$ cat config.mk
export PLATFORM = sky130hd
export DESIGN_NAME = pll_lock_sdm_alc_control_regs
export DESIGN_NICKNAME = d
export VERILOG_FILES = /design/src/hdl/pll_lock_sdm_alc_control_regs.v /design/src/hdl/lock_detector.v
export VERILOG_INCLUDE_DIRS = /design/src /design/src/hdl
export SDC_FILE = /design/constraint.sdc
export NUM_CORES = 1
export LEC_CHECK = 0
export BUFFER_PORTS_ARGS = -buffer_cell sky130_fd_sc_hd__buf_2
export CAP_MARGIN = 10
export CORE_MARGIN = 4
export CORE_UTILIZATION = 54
export DETAILED_ROUTE_END_ITERATION = 7
export MAX_ROUTING_LAYER = met4
export PLACE_DENSITY = 0.76
export SETUP_SLACK_MARGIN = 0.02
export SKIP_LAST_GASP = 1
export SLEW_MARGIN = 20
export SYNTH_ARGS = -nofsm -noshare
export SYNTH_HDL_FRONTEND = slang
export SYNTH_SLANG_ARGS = --single-unit
$ cat constraint.sdc
create_clock -name ref_clk -period 4.8 [get_ports ref_clk]
set_input_delay 0.72 -clock ref_clk [delete_from_list [all_inputs] [get_ports ref_clk]]
set_output_delay 0.72 -clock ref_clk [all_outputs]
set_load 0.1 [all_outputs]
$ cat src/hdl/pll_ctrl_defines.vh
`ifndef PLL_CTRL_DEFINES_VH
`define PLL_CTRL_DEFINES_VH

// Register offsets on the internal register port
`define ADDR_INTEGER_WORD 8'h10
`define ADDR_LOCK_DETECT 8'h28
`define ADDR_BLEED_READBACK 8'h2a
`define ADDR_SIGMA_DELTA 8'h2b
`define ADDR_VCO_LEVEL_D 8'h2c

// Reset values
`define RST_LOCK_DETECT 8'h03
`define RST_BLEED_READBACK 8'h00
`define RST_SIGMA_DELTA 8'h01
`define RST_VCO_LEVEL_D 8'h44

// Writable bit masks; everything else is reserved and reads zero
`define MASK_LOCK_DETECT 8'h07
`define MASK_BLEED_READBACK 8'h29
`define MASK_SIGMA_DELTA 8'h35
`define MASK_VCO_LEVEL_D 8'h7f

// Field positions
`define LOSS_LOCK_BIT 0
`define LOCK_COUNT_LSB 1
`define LOCK_COUNT_MSB 2
`define BLEED_POLARITY_BIT 5
`define SPARE_SEL_BIT 3
`define READ_SEL_BIT 0
`define MOD_DISABLE_BIT 0
`define RESET_MASK_BIT 2
`define AUX_MOD_BIT 4
`define HALF_LSB_BIT 5
`define LEVEL_DISABLE_BIT 0
`define TEMP_CAL_BIT 1
`define NOM_THRESH_LSB 2
`define NOM_THRESH_MSB 4
`define LOW_THRESH_BIT 5
`define RECT_BIAS_BIT 6

// Lock detector: base count of 1024 phase detector cycles, doubled per code step
`define LOCK_CNT_W 14
`define LOCK_BASE_COUNT 14'h0400
`define LOCK_CNT_ZERO 14'h0000
`define LOCK_CNT_ONE 14'h0001

// Arbitrary version identification, not tied to any real part
`define VERSION_ID 8'h5a

`endif

$ cat src/hdl/pll_lock_sdm_alc_control_regs.v
`timescale 1ns/100ps
`default_nettype none
`include "pll_ctrl_defines.vh"

// Summary of operation
// - Lock count field picks 1024, 2048, 4096 or 8192 in-window cycles before lock.
// - With loss-of-lock enabled, losing the reference drops a high lock indication.
// - Bleed polarity bit 5: zero negative bleed, one positive bleed.
// - Readback select: zero returns VCO/band/bias data, one returns version ID.
// - Half-LSB is added to primary fraction only while auxiliary modulator is off.
// - Integer word write resets the modulator unless the reset mask is set.
// - Modulator control bit one disables the modulator, zero enables it.
// - Level control register bit 0 zero enables automatic VCO level control.
// - Level control register bit 1 one enables temperature calibration voltage.
// - Core D rectifier bias, low threshold and nominal threshold fields per supply.
module pll_lock_sdm_alc_control_regs (
	input wire ref_clk,
	input wire rst,
	input wire reg_wr,
	input wire [7:0] reg_addr,
	input wire [7:0] reg_wdata,
	output reg [7:0] reg_rdata,
	input wire pfd_strobe,
	input wire pfd_in_window,
	input wire ref_present,
	input wire [7:0] vco_band_bias_data,
	output wire lock_detect,
	output reg [7:0] readback_data,
	output wire bleed_polarity,
	output wire spare_select,
	output wire half_lsb_effective,
	output wire aux_modulator_enable,
	output wire modulator_disable_integer,
	output reg sdm_reset,
	output wire level_control_enable,
	output wire temp_calibration_voltage_enable,
	output wire core_d_rectifier_bias_select,
	output wire core_d_low_threshold_select,
	output wire [2:0] core_d_nominal_threshold
);
	reg [7:0] lock_detect_config_reg;
	reg [7:0] bleed_polarity_readback_select_reg;
	reg [7:0] sigma_delta_control_reg;
	reg [7:0] vco_level_control_core_d_reg;
	reg [7:0] rdata_next;
	wire wr_lock;
	wire wr_bleed;
	wire wr_sd;
	wire wr_vco;
	wire wr_int_word;
	wire half_lsb_add;

	// Address decode for writes
	assign wr_lock = reg_wr && (reg_addr == `ADDR_LOCK_DETECT);
	assign wr_bleed = reg_wr && (reg_addr == `ADDR_BLEED_READBACK);
	assign wr_sd = reg_wr && (reg_addr == `ADDR_SIGMA_DELTA);
	assign wr_vco = reg_wr && (reg_addr == `ADDR_VCO_LEVEL_D);
	assign wr_int_word = reg_wr && (reg_addr == `ADDR_INTEGER_WORD);

	// Storage; masking on write keeps reserved bits at zero
	always @(posedge ref_clk or posedge rst) begin
		if (rst) begin
			lock_detect_config_reg <= `RST_LOCK_DETECT;
			bleed_polarity_readback_select_reg <= `RST_BLEED_READBACK;
			sigma_delta_control_reg <= `RST_SIGMA_DELTA;
			vco_level_control_core_d_reg <= `RST_VCO_LEVEL_D;
		end else begin
			if (wr_lock)
				lock_detect_config_reg <= reg_wdata & `MASK_LOCK_DETECT;
			if (wr_bleed)
				bleed_polarity_readback_select_reg <= reg_wdata & `MASK_BLEED_READBACK;
			if (wr_sd)
				sigma_delta_control_reg <= reg_wdata & `MASK_SIGMA_DELTA;
			if (wr_vco)
				vco_level_control_core_d_reg <= reg_wdata & `MASK_VCO_LEVEL_D;
		end
	end

	// Read mux; unmapped addresses answer zero
	always @* begin
		case (reg_addr)
			`ADDR_LOCK_DETECT: rdata_next = lock_detect_config_reg;
			`ADDR_BLEED_READBACK: rdata_next = bleed_polarity_readback_select_reg;
			`ADDR_SIGMA_DELTA: rdata_next = sigma_delta_control_reg;
			`ADDR_VCO_LEVEL_D: rdata_next = vco_level_control_core_d_reg;
			default: rdata_next = 8'h00;
		endcase
	end

	// Registered read data and readback source, one cycle behind the select
	always @(posedge ref_clk or posedge rst) begin
		if (rst) begin
			reg_rdata <= 8'h00;
			readback_data <= 8'h00;
		end else begin
			reg_rdata <= rdata_next;
			if (bleed_polarity_readback_select_reg[`READ_SEL_BIT])
				readback_data <= `VERSION_ID;
			else
				readback_data <= vco_band_bias_data;
		end
	end

	// Modulator reset on an integer word write unless masked; the word itself lives elsewhere
	always @(posedge ref_clk or posedge rst) begin
		if (rst)
			sdm_reset <= 1'b0;
		else
			sdm_reset <= wr_int_word && !sigma_delta_control_reg[`RESET_MASK_BIT];
	end

	// Control fields steering the analog and modulator blocks
	assign bleed_polarity = bleed_polarity_readback_select_reg[`BLEED_POLARITY_BIT];
	assign spare_select = bleed_polarity_readback_select_reg[`SPARE_SEL_BIT];
	assign aux_modulator_enable = sigma_delta_control_reg[`AUX_MOD_BIT];
	assign half_lsb_add = sigma_delta_control_reg[`HALF_LSB_BIT];
	// Ignored while the auxiliary modulator runs, which supplies its own dither
	assign half_lsb_effective = half_lsb_add && !aux_modulator_enable;
	assign modulator_disable_integer = sigma_delta_control_reg[`MOD_DISABLE_BIT];
	assign level_control_enable = !vco_level_control_core_d_reg[`LEVEL_DISABLE_BIT];
	assign temp_calibration_voltage_enable = vco_level_control_core_d_reg[`TEMP_CAL_BIT];
	assign core_d_rectifier_bias_select = vco_level_control_core_d_reg[`RECT_BIAS_BIT];
	assign core_d_low_threshold_select = vco_level_control_core_d_reg[`LOW_THRESH_BIT];
	assign core_d_nominal_threshold =
		vco_level_control_core_d_reg[`NOM_THRESH_MSB:`NOM_THRESH_LSB];

	// Digital lock detector
	lock_detector u_lock_detector (
		.ref_clk(ref_clk),
		.rst(rst),
		.lock_count_select(lock_detect_config_reg[`LOCK_COUNT_MSB:`LOCK_COUNT_LSB]),
		.loss_of_lock_enable(lock_detect_config_reg[`LOSS_LOCK_BIT]),
		.pfd_strobe(pfd_strobe),
		.pfd_in_window(pfd_in_window),
		.ref_present(ref_present),
		.lock_detect(lock_detect)
	);
endmodule // pll_lock_sdm_alc_control_regs

`default_nettype wire

$ cat src/hdl/lock_detector.v
`timescale 1ns/100ps
`default_nettype none
`include "pll_ctrl_defines.vh"

module lock_detector (
	input wire ref_clk,
	input wire rst,
	input wire [1:0] lock_count_select,
	input wire loss_of_lock_enable,
	input wire pfd_strobe,
	input wire pfd_in_window,
	input wire ref_present,
	output reg lock_detect
);
	reg [`LOCK_CNT_W-1:0] count_reg;
	wire [`LOCK_CNT_W-1:0] target;

	// 1024, 2048, 4096 or 8192 cycles for codes 0..3
	assign target = `LOCK_BASE_COUNT << lock_count_select;

	// Counts consecutive in-window cycles; one slip starts the count over
	always @(posedge ref_clk or posedge rst) begin
		if (rst) begin
			count_reg <= `LOCK_CNT_ZERO;
			lock_detect <= 1'b0;
		end else if (loss_of_lock_enable && lock_detect && !ref_present) begin
			// Reference gone: no phase detector edges would ever clear lock otherwise
			count_reg <= `LOCK_CNT_ZERO;
			lock_detect <= 1'b0;
		end else if (pfd_strobe) begin
			if (!pfd_in_window) begin
				count_reg <= `LOCK_CNT_ZERO;
				lock_detect <= 1'b0;
			end else if (count_reg + `LOCK_CNT_ONE >= target) begin
				// Saturate so a long lock never wraps
				count_reg <= target;
				lock_detect <= 1'b1;
			end else begin
				count_reg <= count_reg + `LOCK_CNT_ONE;
			end
		end
	end
endmodule // lock_detector

`default_nettype wire

# Word-level counts from Yosys, hierarchy flattened
# Cells that the tools add are included.
[word_totals]
register_bits = 49
output_inout_bits = 30
wordCells = 43
[classes]
n_addsub = 1
magnitude_cmp = 1
eq_ne = 6
shifts = 1
mux = 10
n_reduce_logical = 15
[op_table]
columns = ["op", "n"]
rows = [
  ["$mux 14", 4],
  ["$eq 8x6->1 const B", 4],
  ["$pmux 7 s4", 1],
  ["$add 14x1->14 const B", 1],
  ["$ge 14x14->1", 1],
  ["$shl 11x2->14 const A", 1],
  ["$logic_and 1x1->1", 9],
  ["$eq 8x5->1 const B", 1],
  ["$mux 8", 1],
  ["$logic_not 1->1", 4],
  ["$mux 1", 4],
  ["$ne 3x1->1 const B", 1],
  ["$reduce_and 2->1", 1],
  ["$reduce_bool 2->1", 1],
]

# Logic depth before layout (Yosys ltp)
[depth]
word_depth = 6
mapped_depth = 13
mapped_depth_nobuf = 11

# Hierarchy
# A second synthesis with hierarchy kept.
[unflattened]
hier_cells = 210
hier_area_um2 = 2453.6
[modules_own_cells]
columns = ["module", "instances", "cells_each", "area_per_inst_um2", "seq_area_each_um2"]
rows = [
  ["pll_lock_sdm_alc_control_regs", 1, 104, 1440.1, 832.0],
  ["lock_detector", 1, 106, 1013.5, 375.4],
]

# Worst setup path after synthesis
# Ideal clock, no wire load.
[synth_path]
path_kind = "reg-to-output"
start = "reg sigma_delta_control_reg[4]"
end = "out half_lsb_effective"
arrival_ns = 2.231
t_required_ns = 4.080
setup_slack_ns = 1.849
stages_incl_launch_ff = 2
cell_sequence = "dfrtp_1 > nor2b_1"
[synth_between]
elab_chain_len = 2
[synth_rtl]
columns = ["item", "line_no", "text"]
rows = [
  ["from (decl)", "pll_lock_sdm_alc_control_regs.v:43", "reg [7:0] sigma_delta_control_reg;"],
  ["from (signal assigned)", "pll_lock_sdm_alc_control_regs.v:65", "sigma_delta_control_reg <= `RST_SIGMA_DELTA;"],
  ["from (signal assigned)", "pll_lock_sdm_alc_control_regs.v:73", "sigma_delta_control_reg <= reg_wdata & `MASK_SIGMA_DELTA;"],
  ["$logic_not 1->1", "pll_lock_sdm_alc_control_regs.v:118", "assign half_lsb_effective = half_lsb_add && !aux_modulator_enable;"],
  ["$logic_and 1x1->1", "pll_lock_sdm_alc_control_regs.v:118", ""],
  ["to (decl)", "pll_lock_sdm_alc_control_regs.v:31", "output wire half_lsb_effective,"],
]
# Every way passes these cells.

# Final worst setup path
[layout_path]
start = "reg u_lock_detector.count_reg[0]"
end = "reg u_lock_detector.count_reg[3]"
[layout_between]
elab_chain_len = 6
[layout_rtl]
columns = ["item", "line_no", "text"]
rows = [
  ["from (decl)", "lock_detector.v:15", "reg [`LOCK_CNT_W-1:0] count_reg;"],
  ["from (signal assigned)", "lock_detector.v:24", "count_reg <= `LOCK_CNT_ZERO;"],
  ["from (signal assigned)", "lock_detector.v:28", "count_reg <= `LOCK_CNT_ZERO;"],
  ["from (signal assigned)", "lock_detector.v:32", "count_reg <= `LOCK_CNT_ZERO;"],
  ["$add 14x1->14 (no source line) (*)", "-", ""],
  ["$ge 14x14->1", "lock_detector.v:34", "end else if (count_reg + `LOCK_CNT_ONE >= target) begin"],
  ["$mux 14 (*)", "lock_detector.v:34", ""],
  ["$mux 14 (*)", "lock_detector.v:31", "if (!pfd_in_window) begin"],
  ["$mux 14 (*)", "lock_detector.v:30", "end else if (pfd_strobe) begin"],
  ["$mux 14 (*)", "lock_detector.v:26", "end else if (loss_of_lock_enable && lock_detect && !ref_present) begin"],
]
# Mark *: on every way between the ends. The rest lies on a longest branch, timed or not. The select of a mux whose other input is x is not followed.
# A chain may end at the register's enable or synchronous reset.

==> qor.yml <==
outcome:
  outcome: "complete, no violations"
cells_and_area:
  antenna_cells: 0
  fill_cells: 352
  finalNonFillerCells: 335
  layout.nets: 318
  syn2layout_area_growth_pct: 15.7
  drive_gt1_share_pct: 35.7
  largest_reg_flops: 14
logic_synthesis:
  synth_edf_count: 0
  syn-cell-area_um2: 2490
  syn_inst: 231
  synth_top_cell_area_share_pct: 43.2
  synth.distinct_cells: 55
  synth_warnings: 0
  synth_area_leaders: "dfrtp_1 43%, mux2_2 6.8%, dfstp_2 5.3%, ha_1 3.0%, nand2_1 3.0%"
  async_flop_share_pct: 100
  ys_ff_latch: 48
  ys.flop_type: "dfrtp_1"
  avgSynthCellArea_um2: 10.8
  ys_seq_area_share_pct: 48.5
  synth_top_area_cell: "dfrtp_1"
  synth_nets: 267
worst_setup_path:
  slowest_stage: "nor3_4"
  reg2reg_depth: 10
  r2r-end: "u_lock_detector.count_reg[3]"
  worstPathArrival_ps: 3330
  crit_fanout: 15
  slowest_delay_ps: 520
  path_cells: "ha_1 -> and2_0 -> nand3_1 -> nor4_1 -> xor2_1 -> ha_1 -> and4_1 -> nor3_4 -> a21oi_1 -> a21oi_1"
  criticalPathCategory: "flop to flop"
  worstSetupStartpointType: "flop"
  reg2reg_from: "u_lock_detector.count_reg[0]"
  r2r_slack_ps: 1700
  cp_data_required_time_ps: 5030
  cp-startpoint: "u_lock_detector.count_reg[0]"
  endpoint_kind: "flop"
  crit_end: "u_lock_detector.count_reg[3]"
job:
  max_cap_viol_count: 0
clock_tree:
  clkLatencyLatePin_ps: 300
  cts_root_buf: "clkbuf_8"
  cts_tree: "yes"
  cts-buffers-inserted: 5
  ctsResizeCount: 0
  hold_buffers: 0
  cts.sinks: 48
  path_clk_slew_ps: 90
  postCtsSetupBuffers: 0
  clock_path_buffers: 2
  htreeDepth: 2
floorplanning:
  rows: 24
  core_area_um2: 4410
  dieArea_um2: 5760
  num_io_pins: 60
  die_y_um: 75.9
  die_w_um: 75.9
  initial_core_util_pct: 56.4
grt:
  grt_pass1_vias: 1838
  grt_use_met2_pct: 27.4
  antenna_found_initial: 0
  overflow: 0
  grt_pass1_wl_um: 8630
  grt_busiest_layer: "met2"
  grt_start_max_net_pins: 49
  grt_use_total_pct: 18.4
  grt_use_met1_pct: 25.8
  met3_usage_pct: 4.86
pwr:
  p_per_area_nw_per_um2: 351
  power_leakage_nw: 1.38
  ir_drop_mv: 0.306
route:
  dr.pass1.iters: 4
  post_drt_wl_per_cell_um: 15.1
  vias: 1934
  viasPerCell: 5.77
  routed_wirelength_um: 5050
  dr.first_iter.drc_count: 126
  drc: 0
  ant_nets: 0
timing:
  holdWs_ps: 521
  fin_setup_tns_ps: 0
  period_minus_slack_ps: 3100
  finalSetupViolations: 0
  worst_pin_slew_ps: 886
  drv_slew: 0
  fin_skew_ps: 3.65
  finalHoldViolations: 0
  rsz0062_at_grt: "false"
  finalCritPeriodShare_pct: 64.6
  clock.fmax_mhz: 323
  slew_headroom_pct: 40.7
placement:
  dpl.hpwl_um: 3780
  finalWeightedCongestion: 0.806
  place_inst: 327
  place.port_buffers: 57
worst_hold_path:
  holdCritPathClass: "flop to flop"
Yosys cell counts, types with 2 or more instances:
| cell type | count |
|---|---|
| dfrtp_1 | 43 |
| nand2_1 | 20 |
| mux2_2 | 15 |
| a21oi_1 | 13 |
| nor2_1 | 11 |
| nand3_1 | 9 |
| nor2b_1 | 9 |
| nor3_1 | 9 |
| mux2i_1 | 7 |
| ha_1 | 6 |
| inv_1 | 6 |
| nand4_1 | 6 |
| clkbuf_1 | 5 |
| dfstp_2 | 5 |
| or2_2 | 5 |
| buf_4 | 4 |
| xnor2_1 | 4 |
| a221o_1 | 3 |
| and4_1 | 3 |
| buf_2 | 3 |
| mux2_4 | 3 |
| nor4_1 | 3 |
| o22ai_1 | 3 |
| nand2b_1 | 2 |
| o2111ai_1 | 2 |
| o21ai_0 | 2 |
| o21ai_1 | 2 |
how the worst min path moves through the flow:
stage,from,endpoint,depth (start not counted)
2_1_floorplan,u_lock_detector.count_reg[8],u_lock_detector.count_reg[8],1
3_3_place_gp,u_lock_detector.lock_detect,u_lock_detector.lock_detect,1
3_5_place_dp,u_lock_detector.lock_detect,u_lock_detector.lock_detect,1
4_1_cts,u_lock_detector.lock_detect,u_lock_detector.lock_detect,1
5_1_grt,vco_level_control_core_d_reg[3],vco_level_control_core_d_reg[3],1
6_report,u_lock_detector.lock_detect,u_lock_detector.lock_detect,1
report_power, final:
| part | switching, mW | internal [mW] | total, mW | leakage (nW) |
|---|---|---|---|---|
| clock network | 0.139 | 0.157 | 0.296 | 0.0548 |
| registers | 0.0326 | 0.433 | 0.466 | 0.628 |
| logic | 0.179 | 0.0689 | 0.248 | 0.695 |
area by class of cell:
cell class | instances | area, µm² | area share (%)
clock buffers | 5 | 68.8 | 2.39
clock inverters | 3 | 46.3 | 1.61
inverters | 7 | 27.5 | 0.955
multi-input cells | 163 | 1180 | 41.0
flip-flops and latches | 48 | 1210 | 41.9
well taps | 52 | 65.1 | 2.26
repair buffers | 57 | 285 | 9.90
metrics by stage:
| step | setup WS, ps | utilization (%) | total power, mW | area [µm²] |
|---|---|---|---|---|
| finish | 1700 | 65.3 | 1.01 | 2880 |
| global route | 1320 | 65.3 | 1.06 | 2880 |
| CTS | 1670 | 65.2 | 1.02 | 2880 |
| detailed placement | 1710 | 62.6 | 0.723 | 2770 |
| global placement | 1690 | 62.6 | 0.718 | 2770 |
| floorplan | 1850 | - | 0.674 | 2490 |
critical path, delay by kind of cell (launching register included):
kind / cells / cell delay (ps)
simple gates: 5 / 1500
fa+ha+maj: 2 / 510
compound gates: 2 / 310
flops: 1 / 450
xor+xnor: 1 / 250
cell usage in the layout (no fill, tap or decap), drive strengths merged, types with 6 or more instances in the layout:
master / instances
a21oi: 13
buf: 57
dfrtp: 43
ha: 6
inv: 6
mux2: 18
mux2i: 7
nand2: 20
nand3: 9
nand4: 7
nor2: 11
nor2b: 9
nor3: 10
cell families (layout without fill, tap and decap cells):
logic type	count (synthesis)	in the layout	share of synthesized area, %
flops	48	48	48.5
xor+xnor	5	5	1.76
compound gates	36	36	9.80
mux	25	25	11.4
other cells	1	1	0.151
simple gates	90	90	21.3
buf+inv	20	72	4.07
fa+ha+maj	6	6	3.01
per-layer routing:
metal  vias up  wire, µm  part of all wire [%]
li1        936         -                     -
met1       919      2360                    47
met2        74      2300                    45
met3         5       365                   7.2
met4         0        31                  0.61
met5         -         0                     0
Note: power is estimated with default switching activity, not from simulation.
